===== config.mk =====
export PLATFORM = sky130hd
export DESIGN_NAME = fpsvh_top
export DESIGN_NICKNAME = d
export VERILOG_FILES = /design/src/hw/fpsvh_pkg.sv /design/src/hw/fpsvh_top.sv
export SDC_FILE = /design/constraint.sdc
export NUM_CORES = 1
export LEC_CHECK = 0
export BUFFER_PORTS_ARGS = -buffer_cell sky130_fd_sc_hd__buf_2
export CORE_AREA = 5 5 219 221
export DETAILED_ROUTE_END_ITERATION = 12
export DIE_AREA = 0 0 224 226
export GPL_TIMING_DRIVEN = 1
export PLACE_DENSITY = 0.71
export SKIP_LAST_GASP = 1
export SLEW_MARGIN = 20
export SYNTH_ARGS = -nofsm -noshare
export SYNTH_HDL_FRONTEND = slang
export SYNTH_SLANG_ARGS = --single-unit

===== constraint.sdc =====
create_clock -name clk_i -period 3.4 [get_ports clk_i]
set_input_delay 0.17 -clock clk_i [delete_from_list [all_inputs] [get_ports clk_i]]
set_output_delay 0.17 -clock clk_i [all_outputs]
set_load 0.1 [all_outputs]

===== src/hw/fpsvh_pkg.sv =====
// fpsvh_pkg: constants and carrier types for the special-value handler
// assumes temporary-real (80-bit) internal operands with explicit integer bit
package fpsvh_pkg;

    // ------------------------------------------------------------------
    // temporary real layout
    // ------------------------------------------------------------------
    localparam int TR_W       = 80;
    localparam int EXP_W      = 15;
    localparam int SIG_W      = 64;
    localparam logic [EXP_W-1:0] EXP_ONES = 15'h7fff;
    localparam logic [EXP_W-1:0] EXP_MAXF = 15'h7ffe;
    localparam logic [EXP_W-1:0] EXP_ZERO = 15'h0000;
    localparam logic [SIG_W-1:0] SIG_INF  = 64'h8000_0000_0000_0000;
    localparam logic [SIG_W-1:0] SIG_IND  = 64'hc000_0000_0000_0000;
    localparam logic [SIG_W-1:0] SIG_MAXF = 64'hffff_ffff_ffff_fffe;
    localparam logic [SIG_W-1:0] SIG_ZERO = 64'h0000_0000_0000_0000;

    // ------------------------------------------------------------------
    // short and long real layout (integer bit implied)
    // ------------------------------------------------------------------
    localparam int SR_EXP_W  = 8;
    localparam int SR_FRAC_W = 23;
    localparam int LR_EXP_W  = 11;
    localparam int LR_FRAC_W = 52;
    localparam logic [SR_EXP_W-1:0] SR_EXP_ONES = 8'hff;
    localparam logic [LR_EXP_W-1:0] LR_EXP_ONES = 11'h7ff;
    localparam logic [SR_EXP_W-1:0] SR_EXP_ZERO = 8'h00;
    localparam logic [LR_EXP_W-1:0] LR_EXP_ZERO = 11'h000;

    // packed decimal: sign byte plus 9 digit bytes
    localparam int PD_W = 80;
    localparam logic [15:0] PD_IND_TOP = 16'hffff;

    // status / mask bit positions
    localparam int ST_W       = 6;
    localparam int ST_INVALID = 0;
    localparam int ST_DENORM  = 1;
    localparam int ST_ZDIV    = 2;
    localparam int ST_OVFL    = 3;
    localparam int ST_UNFL    = 4;
    localparam int ST_PREC    = 5;

    // register port offsets
    localparam int ADDR_W = 4;
    localparam logic [ADDR_W-1:0] OFS_STATUS = 4'h0;
    localparam logic [ADDR_W-1:0] OFS_MASK   = 4'h1;
    localparam logic [ADDR_W-1:0] OFS_CTRL   = 4'h2;
    localparam logic [ADDR_W-1:0] OFS_EPTR   = 4'h3;
    localparam logic [ADDR_W-1:0] OFS_CLASS  = 4'h4;
    localparam int DATA_W = 32;
    localparam logic [ST_W-1:0] MASK_RESET = 6'h3f;
    localparam logic [1:0]      RC_RESET   = 2'h0;

    typedef enum logic [1:0] {
        FPSVH_RC_NEAREST = 2'b00,
        FPSVH_RC_DOWN    = 2'b01,
        FPSVH_RC_UP      = 2'b10,
        FPSVH_RC_CHOP    = 2'b11
    } fpsvh_rc_t;

    typedef enum logic [2:0] {
        FPSVH_CL_ZERO   = 3'b000,
        FPSVH_CL_DENORM = 3'b001,
        FPSVH_CL_UNNORM = 3'b010,
        FPSVH_CL_NORMAL = 3'b011,
        FPSVH_CL_INF    = 3'b100,
        FPSVH_CL_NAN    = 3'b101,
        FPSVH_CL_INDEF  = 3'b110
    } fpsvh_class_t;

    typedef enum logic [2:0] {
        FPSVH_OP_ARITH     = 3'b000,
        FPSVH_OP_TRANSC    = 3'b001,
        FPSVH_OP_STORE_REAL= 3'b010,
        FPSVH_OP_STORE_INT = 3'b011,
        FPSVH_OP_STORE_PD  = 3'b100,
        FPSVH_OP_LOAD_INT  = 3'b101,
        FPSVH_OP_LOAD_PD   = 3'b110
    } fpsvh_op_t;

    typedef struct packed {
        logic             sign;
        logic [EXP_W-1:0] exp;
        logic [SIG_W-1:0] sig;
    } fpsvh_treal_t;

    // one request from the datapath: operands plus the raw exception findings
    typedef struct packed {
        fpsvh_op_t    op;
        fpsvh_treal_t a;
        fpsvh_treal_t b;
        logic         two_ops;
        logic         other_invalid;
        logic         overflow;
        logic         underflow;
        logic         inexact;
        fpsvh_treal_t rounded;
        logic [19:0]  a_addr;
        logic [63:0]  int_in;
        logic [1:0]   int_size;
        logic         int_at_min;
    } fpsvh_req_t;

    typedef struct packed {
        fpsvh_treal_t res;
        logic [79:0]  mem_data;
        logic         write_en;
        logic         trap;
    } fpsvh_rsp_t;

endpackage


===== src/hw/fpsvh_top.sv =====
// fpsvh_top: special-value classification, nan propagation, masked responses
// assumes requests come from same-clock datapath logic, one per cycle
//
// Implementation choices: the placing of the registers and the address-and-strobe port.
`timescale 1ns/1ps
`default_nettype none

module fpsvh_top #(
    parameter int EPTR_W = 20
) (
    // clock and reset
    input  wire logic                       clk_i,
    input  wire logic                       rst_b_i,
    // register port
    input  wire logic [fpsvh_pkg::ADDR_W-1:0] reg_addr_i,
    input  wire logic [fpsvh_pkg::DATA_W-1:0] reg_wdata_i,
    input  wire logic                       reg_wr_i,
    input  wire logic                       reg_rd_i,
    output logic [fpsvh_pkg::DATA_W-1:0]    reg_rdata_o,
    // datapath request and response
    input  wire logic                       req_valid_i,
    input  wire fpsvh_pkg::fpsvh_req_t      req_i,
    output logic                            rsp_valid_o,
    output fpsvh_pkg::fpsvh_rsp_t           rsp_o,
    // interrupt
    output logic                            irq_o
);

    // ------------------------------------------------------------------
    // operand classification
    // ------------------------------------------------------------------
    function automatic fpsvh_pkg::fpsvh_class_t classify(input fpsvh_pkg::fpsvh_treal_t v);
        if (v.exp == fpsvh_pkg::EXP_ONES) begin
            if (v.sig == fpsvh_pkg::SIG_INF)
                classify = fpsvh_pkg::FPSVH_CL_INF;
            else if (v.sign && v.sig == fpsvh_pkg::SIG_IND)
                classify = fpsvh_pkg::FPSVH_CL_INDEF;
            else
                classify = fpsvh_pkg::FPSVH_CL_NAN;
        end else if (v.exp == fpsvh_pkg::EXP_ZERO) begin
            classify = (v.sig == fpsvh_pkg::SIG_ZERO) ? fpsvh_pkg::FPSVH_CL_ZERO
                                                      : fpsvh_pkg::FPSVH_CL_DENORM;
        end else begin
            classify = v.sig[fpsvh_pkg::SIG_W-1] ? fpsvh_pkg::FPSVH_CL_NORMAL
                                                 : fpsvh_pkg::FPSVH_CL_UNNORM;
        end
    endfunction

    wire fpsvh_pkg::fpsvh_class_t cls_a = classify(req_i.a);
    wire fpsvh_pkg::fpsvh_class_t cls_b = classify(req_i.b);
    wire logic nan_a = (cls_a == fpsvh_pkg::FPSVH_CL_NAN) || (cls_a == fpsvh_pkg::FPSVH_CL_INDEF);
    wire logic nan_b = req_i.two_ops &&
                       ((cls_b == fpsvh_pkg::FPSVH_CL_NAN) || (cls_b == fpsvh_pkg::FPSVH_CL_INDEF));

    // ------------------------------------------------------------------
    // control registers
    // ------------------------------------------------------------------
    logic [fpsvh_pkg::ST_W-1:0] status_reg;
    logic [fpsvh_pkg::ST_W-1:0] status_next;
    logic [fpsvh_pkg::ST_W-1:0] mask_reg;
    logic [1:0]                 rc_reg;
    logic [EPTR_W-1:0]          eptr_reg;
    logic [2:0]                 last_class_reg;

    wire fpsvh_pkg::fpsvh_rc_t rc = fpsvh_pkg::fpsvh_rc_t'(rc_reg);
    wire logic inv_masked  = mask_reg[fpsvh_pkg::ST_INVALID];
    wire logic ovf_masked  = mask_reg[fpsvh_pkg::ST_OVFL];
    wire logic unf_masked  = mask_reg[fpsvh_pkg::ST_UNFL];
    wire logic directed    = (rc == fpsvh_pkg::FPSVH_RC_UP) || (rc == fpsvh_pkg::FPSVH_RC_DOWN);

    // ------------------------------------------------------------------
    // exception detection
    // ------------------------------------------------------------------
    wire logic is_transc  = (req_i.op == fpsvh_pkg::FPSVH_OP_TRANSC);
    wire logic is_load    = (req_i.op == fpsvh_pkg::FPSVH_OP_LOAD_INT) ||
                            (req_i.op == fpsvh_pkg::FPSVH_OP_LOAD_PD);
    // transcendentals raise no flag from operand class; only the class register records it
    wire logic nan_seen   = !is_transc && !is_load && (nan_a || nan_b);
    wire logic invalid    = nan_seen || (!is_transc && req_i.other_invalid);
    wire logic is_st_real = (req_i.op == fpsvh_pkg::FPSVH_OP_STORE_REAL);
    wire logic ovf_dir    = req_i.overflow && ovf_masked && directed;
    wire logic st_blocked = is_st_real && ((req_i.overflow && !ovf_masked) ||
                                           (req_i.underflow && !unf_masked));
    wire logic trap_inv   = invalid && !inv_masked;

    // larger magnitude nan, signs ignored
    wire logic [fpsvh_pkg::EXP_W+fpsvh_pkg::SIG_W-1:0] mag_a = {req_i.a.exp, req_i.a.sig};
    wire logic [fpsvh_pkg::EXP_W+fpsvh_pkg::SIG_W-1:0] mag_b = {req_i.b.exp, req_i.b.sig};
    wire fpsvh_pkg::fpsvh_treal_t nan_pick =
        (nan_a && nan_b) ? ((mag_b > mag_a) ? req_i.b : req_i.a)
                         : (nan_a ? req_i.a : req_i.b);

    wire fpsvh_pkg::fpsvh_treal_t real_indef = '{sign: 1'b1,
                                                 exp:  fpsvh_pkg::EXP_ONES,
                                                 sig:  fpsvh_pkg::SIG_IND};

    // directed-rounding overflow result
    wire logic r_sign   = req_i.rounded.sign;
    wire logic to_inf   = (rc == fpsvh_pkg::FPSVH_RC_UP) ? !r_sign : r_sign;
    wire logic r_unnorm = !req_i.rounded.sig[fpsvh_pkg::SIG_W-1];
    // an unnormal keeps its own significand, so it stays unnormal
    wire fpsvh_pkg::fpsvh_treal_t ovf_res =
        to_inf   ? {r_sign, fpsvh_pkg::EXP_ONES, fpsvh_pkg::SIG_INF}
      : r_unnorm ? {r_sign, fpsvh_pkg::EXP_MAXF, req_i.rounded.sig}
                 : {r_sign, fpsvh_pkg::EXP_MAXF, fpsvh_pkg::SIG_MAXF};

    // ------------------------------------------------------------------
    // memory images (low bits at low byte addresses, sign at top)
    // ------------------------------------------------------------------
    wire logic int_indef = invalid && inv_masked;
    wire logic [63:0] int_min64 = 64'h8000_0000_0000_0000;
    wire logic [79:0] int_img =
        (req_i.int_size == 2'h0) ? {64'h0, int_min64[63:48]} :
        (req_i.int_size == 2'h1) ? {48'h0, int_min64[63:32]} :
                                   {16'h0, int_min64};
    wire logic [79:0] pd_img = {fpsvh_pkg::PD_IND_TOP, req_i.int_in};
    wire logic [79:0] real_img = {req_i.rounded.sign, req_i.rounded.exp,
                                  req_i.rounded.sig};

    // ------------------------------------------------------------------
    // result selection
    // ------------------------------------------------------------------
    fpsvh_pkg::fpsvh_rsp_t rsp_next;
    always_comb begin
        rsp_next          = '0;
        rsp_next.res      = req_i.rounded;
        rsp_next.mem_data = real_img;
        rsp_next.write_en = 1'b1;
        rsp_next.trap     = trap_inv;
        unique case (req_i.op)
            fpsvh_pkg::FPSVH_OP_TRANSC: begin
                rsp_next.res = req_i.rounded;
            end
            fpsvh_pkg::FPSVH_OP_STORE_INT: begin
                if (int_indef || req_i.int_at_min)
                    rsp_next.mem_data = int_img;
                else
                    rsp_next.mem_data = {16'h0, req_i.int_in};
                rsp_next.write_en = !trap_inv;
            end
            fpsvh_pkg::FPSVH_OP_STORE_PD: begin
                rsp_next.mem_data = int_indef ? pd_img : {16'h0, req_i.int_in};
                rsp_next.write_en = !trap_inv;
            end
            fpsvh_pkg::FPSVH_OP_LOAD_INT, fpsvh_pkg::FPSVH_OP_LOAD_PD: begin
                // the sign-one zero-magnitude integer stays a plain number
                rsp_next.res = req_i.rounded;
            end
            default: begin
                if (invalid && inv_masked)
                    rsp_next.res = nan_seen ? nan_pick : real_indef;
                else if (ovf_dir)
                    rsp_next.res = ovf_res;
                if (is_st_real) begin
                    rsp_next.mem_data = {rsp_next.res.sign, rsp_next.res.exp, rsp_next.res.sig};
                    rsp_next.write_en = !st_blocked && !trap_inv;
                end else begin
                    rsp_next.write_en = !trap_inv;
                end
            end
        endcase
    end

    // ------------------------------------------------------------------
    // status flags: hardware set wins over write-one-to-clear
    // ------------------------------------------------------------------
    logic [fpsvh_pkg::ST_W-1:0] ev_set;
    // zero-divide is never raised here: no divider sits in this block
    always_comb begin
        ev_set = '0;
        if (req_valid_i) begin
            ev_set[fpsvh_pkg::ST_INVALID] = invalid;
            ev_set[fpsvh_pkg::ST_OVFL]    = req_i.overflow && !ovf_dir;
            ev_set[fpsvh_pkg::ST_UNFL]    = req_i.underflow;
            ev_set[fpsvh_pkg::ST_PREC]    = req_i.inexact || ovf_dir;
            ev_set[fpsvh_pkg::ST_DENORM]  = !is_transc &&
                                            (cls_a == fpsvh_pkg::FPSVH_CL_DENORM);
        end
    end

    wire logic wr_status = reg_wr_i && (reg_addr_i == fpsvh_pkg::OFS_STATUS);
    wire logic wr_mask   = reg_wr_i && (reg_addr_i == fpsvh_pkg::OFS_MASK);
    wire logic wr_ctrl   = reg_wr_i && (reg_addr_i == fpsvh_pkg::OFS_CTRL);
    wire logic [fpsvh_pkg::ST_W-1:0] w1c = wr_status ? reg_wdata_i[fpsvh_pkg::ST_W-1:0] : '0;
    wire logic [fpsvh_pkg::ST_W-1:0] mask_next = wr_mask ? reg_wdata_i[fpsvh_pkg::ST_W-1:0] : mask_reg;
    assign status_next = (status_reg & ~w1c) | ev_set;

    wire logic rec_ptr = req_valid_i && nan_seen && !inv_masked;

    always_ff @(posedge clk_i or negedge rst_b_i) begin
        if (!rst_b_i) begin
            status_reg     <= '0;
            mask_reg       <= fpsvh_pkg::MASK_RESET;
            rc_reg         <= fpsvh_pkg::RC_RESET;
            eptr_reg       <= '0;
            last_class_reg <= '0;
        end else begin
            status_reg <= status_next;
            if (wr_mask)
                mask_reg <= reg_wdata_i[fpsvh_pkg::ST_W-1:0];
            if (wr_ctrl)
                rc_reg <= reg_wdata_i[1:0];
            if (rec_ptr)
                eptr_reg <= req_i.a_addr[EPTR_W-1:0];
            if (req_valid_i)
                last_class_reg <= cls_a;
        end
    end

    // ------------------------------------------------------------------
    // register read mux, response and interrupt
    // ------------------------------------------------------------------
    logic [fpsvh_pkg::DATA_W-1:0] rd_mux;
    always_comb begin
        rd_mux = '0;
        unique case (reg_addr_i)
            fpsvh_pkg::OFS_STATUS: rd_mux[fpsvh_pkg::ST_W-1:0] = status_reg;
            fpsvh_pkg::OFS_MASK:   rd_mux[fpsvh_pkg::ST_W-1:0] = mask_reg;
            fpsvh_pkg::OFS_CTRL:   rd_mux[1:0]                 = rc_reg;
            fpsvh_pkg::OFS_EPTR:   rd_mux[EPTR_W-1:0]          = eptr_reg;
            fpsvh_pkg::OFS_CLASS:  rd_mux[2:0]                 = last_class_reg;
            default:               rd_mux                      = '0;
        endcase
    end

    always_ff @(posedge clk_i or negedge rst_b_i) begin
        if (!rst_b_i) begin
            reg_rdata_o <= '0;
            rsp_valid_o <= 1'b0;
            rsp_o       <= '0;
            irq_o       <= 1'b0;
        end else begin
            reg_rdata_o <= reg_rd_i ? rd_mux : '0;
            rsp_valid_o <= req_valid_i;
            rsp_o       <= req_valid_i ? rsp_next : rsp_o;
            // next mask too, so the level never lags a mask write by a cycle
            irq_o       <= |(status_next & ~mask_next);
        end
    end
endmodule

`default_nettype wire

==> flow_summary.json, run 1 <==
{
  "outcome": "complete, no violations",
  "ys_top_cells_by_area": "dfrtp_1 35%, nor2_1 6.6%, ha_1 6.4%, o21ai_0 5.3%, mux2i_1 5.0%",
  "max_cap_violations": 0,
  "chipWidth_um": 224,
  "hold_viol_final": 0,
  "placed_cells": 3033,
  "dp.final_hpwl_um": 53800,
  "drt_iter0_markers": 1888,
  "largest_reg_flops": 162,
  "drc_errors": 0,
  "areaGrowthSynthToFinish_pct": 43.9,
  "grt_max_degree": 102,
  "globalplace.congestion": 0.988,
  "start_util": 0.338,
  "firstDrtPassIters": 6,
  "die_area_um2": 50600,
  "synthDistinctLibCells": 66,
  "cts_sinks": 221,
  "mostFrequentLayoutCells": "531 x buf_2, 271 x nor2_1, 215 x dfrtp_1",
  "synth_seq_cells": 221,
  "cts_tree": "yes",
  "slew_headroom": 0.316,
  "swShare": 0.455,
  "track_usage": 0.275,
  "startpoint_type": "input port",
  "yosysSeqAreaShare": 0.357,
  "synth_edf_count": 0,
  "p_leak_nw": 10.7,
  "r2r-start": "rc[0]$_DFFE_PN0P_",
  "synth_cells": 1933,
  "holdWs_ps": 22.8,
  "routed_via_density": 5.70,
  "clockBufferDepth": 3,
  "synth_ff_type": "dfrtp_1",
  "maxSlewViolCount": 0,
  "die_h_um": 226,
  "worstPathMaxFanout": 16,
  "grt_pass1_vias": 18518,
  "finalWirelength_um": 74500,
  "cts_made_buffers": 26,
  "pwr-share-clk": 0.280,
  "power.switching_w": 0.00457,
  "io_buffers": 533,
  "timing.fmax_ghz": 0.301,
  "synth_area_per_cell_um2": 8.03,
  "fp-row-count": 79,
  "layout-drive-gt1-share": 0.278,
  "grt_pass1_wl_um": 110000,
  "clkLatencyLatePin_ps": 560,
  "ctsRootBufferMaster": "clkbuf_16",
  "internal-power_w": 0.00548,
  "path_clk_slew_ps": 70,
  "nets": 3108,
  "cp-startpoint": "req_i[315]",
  "p_comb_frac": 0.412,
  "grt_antenna_before_repair": 35,
  "cts_htree_levels": 1,
  "rrSetupSlack_ps": 350,
  "power_w": 0.0100,
  "post-route-util": 0.486,
  "syn_area_um2": 15500,
  "layout_commonest_cell": "buf_2",
  "period_needed_ps": 3320,
  "vdd_drop_max_mv": 0.404,
  "grt-ovfl-total": 0,
  "cp.arrival_ps": 3810,
  "vias": 18877,
  "synthArstFlopShare": 1.00,
  "wl_per_cell_um": 22.5,
  "hold_class": "input port to flip-flop",
  "critical_path_required_ps": 3890,
  "worst_pin_slew_ps": 1030,
  "fin_cells": 3309,
  "synth_top_area_frac": 0.347,
  "power_density_nw_per_um2": 449,
  "synth_top_cell_by_area": "dfrtp_1",
  "setup_tns_ps": 0,
  "rr_worst_depth": 10,
  "critPathCaptureType": "flip-flop",
  "ys_warn_count": 0,
  "core-area_um2": 46000,
  "rsz0062_at_grt": "yes",
  "worstSetupPathType": "input port to flip-flop",
  "detail-route-antenna-nets": 0,
  "crit_end": "rsp_o[26]$_DFFE_PN0P_",
  "fin_crit_sh": 0.976,
  "r2r_end": "rsp_o[26]$_DFFE_PN0P_",
  "pwr-share-seq": 0.309,
  "setup_viol": 0,
  "pin_count": 572,
  "finalClockSkew_ps": 14.3
}
## metrics by stage
stage,setup slack (ps),area [µm²]
final,81.8,22300
after floorplan,679,15600
after global placement,-128,19300
after CTS,21.3,22100
after detailed placement,-176,19300
after global routing,-62.9,22300
## worst min-delay path by stage
stage	startpoint	end	cells past startpoint
2_1_floorplan	rst_b_i	eptr_reg[0]$_DFFE_PN0P_	0
3_3_place_gp	rst_b_i	reg_rdata_o[8]$_DFF_PN0_	1
3_5_place_dp	rst_b_i	reg_rdata_o[19]$_DFF_PN0_	1
4_1_cts	req_i[44]	rsp_o[43]$_DFFE_PN0P_	3
5_1_grt	req_i[44]	rsp_o[43]$_DFFE_PN0P_	3
6_report	req_i[149]	rsp_o[144]$_DFFE_PN0P_	3
## per-layer routing
layer  wire length, µm  global-route usage
met1             29100               0.352
met2             34900               0.458
met3              6720              0.0510
met4              3690               0.121
met5                69                   0
## power groups by stage
| stage | sequential [W] | clock (W) | combinational [W] |
|---|---|---|---|
| final | 0.00310 | 0.00281 | 0.00413 |
| after global routing | 0.00312 | 0.00296 | 0.00434 |
| after CTS | 0.00309 | 0.00286 | 0.00408 |
| after detailed placement | 0.00313 | 0 | 0.00388 |
| after global placement | 0.00312 | 0 | 0.00382 |
| after floorplan | 0.00488 | 0 | 0.00105 |
## area by class of cell
class                   instances  area (µm²)
well taps                     607         759
multi-input cells            1447        9070
fillers                      4286       23600
clock inverters                11         106
clock buffers                  37         732
flip-flops and latches        221        5540
diodes                         30        75.1
inverters                     125         470
repair buffers                831        5590
## what timing repair did
action / 4_1_cts / 5_1_grt
setup endpoints to repair: 0 / 23
resized for setup: 0 / 19
hold endpoints to repair: 278 / 0
buffers inserted: 0 / 2
hold buffers: 195 / 0
## critical path, cell delays in order
cell and delay, ps:
buf_2 140, inv_1 120, ha_1 290, nand4_1 130, nor4_4 390, buf_4 210, inv_1 40, o22ai_1 200
buf_4 150, a2111oi_1 40, buf_4 170, a32oi_4 230, buf_12 230, buf_12 190, mux2i_2 300, nor3_1 80
o22ai_1 140, dlygate4sd3_1 570
## logic make-up (layout without fill, tap and decap cells)
logic type,count (synthesis),in the layout,share of synthesized area
buffers and inverters,276,1004,0.0728
DFF,221,221,0.357
adders and majority gates,80,80,0.0645
muxes,107,107,0.0714
AOI/OAI and AO/OA,576,576,0.242
xor gates and xnor gates,2,2,0.00113
other,1,42,0.000242
and+or+nand+nor,670,670,0.191
## Yosys cell counts, types with 17 or more instances
master and n:
and2_1 17, nand4_1 36, a221oi_1 35, mux2i_1 77, o21ai_0 163, inv_1 124, a21oi_1 109, dfrtp_1 215
o21ai_1 24, mux2_2 30, nand2_1 188, ha_1 80, nor2_1 272, clkbuf_1 121, nor4_1 39, o22ai_1 33
a31oi_1 38, o2bb2ai_1 31, o221ai_1 63, nor3_1 67
Note: power is estimated with default switching activity, not from simulation.
==> run 2, diff against run 1 <==
--- a/config.mk
+++ b/config.mk
@@ -9,8 +9,6 @@
 export CORE_AREA = 5 5 219 221
 export DETAILED_ROUTE_END_ITERATION = 12
 export DIE_AREA = 0 0 224 226
-export GPL_TIMING_DRIVEN = 1
-export PLACE_DENSITY = 0.71
 export SKIP_LAST_GASP = 1
 export SLEW_MARGIN = 20
 export SYNTH_ARGS = -nofsm -noshare
==> run 2 against run 1 <==
Effect of this change:
- clock-buffer cell count up 1
- first-iteration DRC count fell by 12%
- wire length down 0.22%
- worst hold slack better by 11 ps
- combinational power up 1%
- critical endpoint is now rsp_o[20]$_DFFE_PN0P_
- largest cell class unchanged
==> flow_summary.json, run 2 (same netlist as run 1, synthesis figures left out) <==
{
  "outcome": "complete, no violations",
  "core-area_um2": 46000,
  "setup_tns_ps": 0,
  "drc_errors": 0,
  "globalplace.congestion": 0.972,
  "fp-row-count": 79,
  "mostFrequentLayoutCells": "531 x buf_2, 271 x nor2_1, 219 x dlygate4sd3_1",
  "io_buffers": 533,
  "worstPathMaxFanout": 97,
  "grt-ovfl-total": 0,
  "pre_cts_slack_ps": -169,
  "fin_cells": 3344,
  "areaGrowthSynthToFinish_pct": 46.8,
  "power_w": 0.0104,
  "worstSetupPathType": "input port to flip-flop",
  "ctsRootBufferMaster": "clkbuf_16",
  "cts_tree": "yes",
  "wl_per_cell_um": 22.2,
  "vdd_drop_max_mv": 0.421,
  "pin_count": 572,
  "power_density_nw_per_um2": 459,
  "start_util": 0.338,
  "worst_pin_slew_ps": 1070,
  "cts_sinks": 221,
  "slew_headroom": 0.275,
  "max_cap_violations": 0,
  "drt_iter0_markers": 1661,
  "rr_worst_depth": 10,
  "timing.fmax_ghz": 0.300,
  "grt_antenna_before_repair": 33,
  "critPathCaptureType": "flip-flop",
  "track_usage": 0.276,
  "die_h_um": 226,
  "startpoint_type": "input port",
  "max_stage_delay_ps": 610,
  "crit_chain": "buf_2 -> nor4_2 -> buf_4 -> nand4_1 -> or4_4 -> o31a_1 -> o211a_4 -> or2_4 -> buf_12 -> o21ai_0 -> o21ai_0 -> a31oi_1 -> dlygate4sd3_1",
  "final_area_um2": 22800,
  "cts_made_buffers": 27,
  "placed_cell_area_um2": 19300,
  "finalWirelength_um": 74400,
  "cts_htree_levels": 1,
  "detail-route-antenna-nets": 0,
  "cp_slowest_cell": "dlygate4sd3_1",
  "p_leak_nw": 10.9,
  "layout_commonest_cell": "buf_2",
  "vias": 18674,
  "worst_slack_ps": 63.8,
  "grt_pass1_wl_um": 110000,
  "min_to": "rsp_o[123]$_DFFE_PN0P_",
  "critical_path_required_ps": 3910,
  "routed_via_density": 5.58,
  "largest_reg_flops": 162,
  "dp.final_hpwl_um": 54600,
  "die_area_um2": 50600,
  "placed_cells": 3036,
  "hold_viol_final": 0,
  "cp.arrival_ps": 3840,
  "firstDrtPassIters": 6,
  "setup_viol": 0,
  "chipWidth_um": 224,
  "layout-drive-gt1-share": 0.281,
  "holdCritStartpoint": "req_i[128]",
  "hold_class": "input port to flip-flop",
  "cp_common_cell": "o21ai_0",
  "rrSetupSlack_ps": 200,
  "r2r-start": "rc[0]$_DFFE_PN0P_",
  "path_clk_slew_ps": 70,
  "clkLatencyLatePin_ps": 580,
  "nets": 3148,
  "hold_path_depth": 3,
  "grt_max_degree": 124,
  "finalClockSkew_ps": 14.4,
  "grt_pass1_vias": 18490,
  "fin_crit_sh": 0.981,
  "period_needed_ps": 3340,
  "maxSlewViolCount": 0,
  "clockBufferDepth": 3,
  "r2r_end": "rsp_o[20]$_DFFE_PN0P_"
}
[run 2: critical path, delay by kind of cell]
kind                   cells  cell delay (ps)
AOI/OAI and AO/OA          5             1160
buffers and inverters      4             1150
and+or+nand+nor            4             1310
[run 2: where the power goes]
| part | internal (W) | leakage [nW] | switching [W] |
|---|---|---|---|
| Clock | 0.00188 | 0.470 | 0.00128 |
| Combinational | 0.00102 | 7.74 | 0.00316 |
| Sequential | 0.00291 | 2.65 | 0.000185 |
[run 2: timing repair]
item,4_1_cts,5_1_grt
setup buffers,0,15
hold buffers,219,0
resized for setup,0,23
endpoints found under the setup margin,0,44
endpoints found under the hold margin,286,0
[run 2: metal layers]
metal,global-route usage,up-vias,share of wire
li1,-,8543,-
met1,0.357,9010,0.41
met2,0.458,904,0.47
met3,0.0539,197,0.077
met4,0.111,20,0.043
met5,0,-,0.0019
[run 2: layout make-up]
type	count	area, µm²
Fill cell	4437	23200
Multi-Input combinational cell	1447	9070
Timing Repair Buffer	870	5940
Sequential cell	221	5540
Clock buffer	38	767
Tap cell	607	759
Inverter	125	470
Clock inverter	12	179
Antenna cell	24	60.1
[run 2: per-stage QoR]
stage,hold slack [ps],util
CTS,8.23,0.489
detailed placement,65.1,0.421
floorplan,-126,-
global route,42.3,0.495
global placement,66.6,0.421
finish,33.8,0.496
[run 2: worst max path at each step]
stage	startpoint	to	slack, ps	cells after the start
floorplan	req_i[282]	rsp_o[66]$_DFFE_PN0P_	680	10
global placement	req_i[272]	rsp_o[34]$_DFFE_PN0P_	-150	12
detailed placement	req_i[272]	rsp_o[34]$_DFFE_PN0P_	-170	12
CTS	req_i[272]	rsp_o[22]$_DFFE_PN0P_	20	13
global route	req_i[330]	rsp_o[20]$_DFFE_PN0P_	-6	18
finish	req_i[268]	rsp_o[20]$_DFFE_PN0P_	60	13
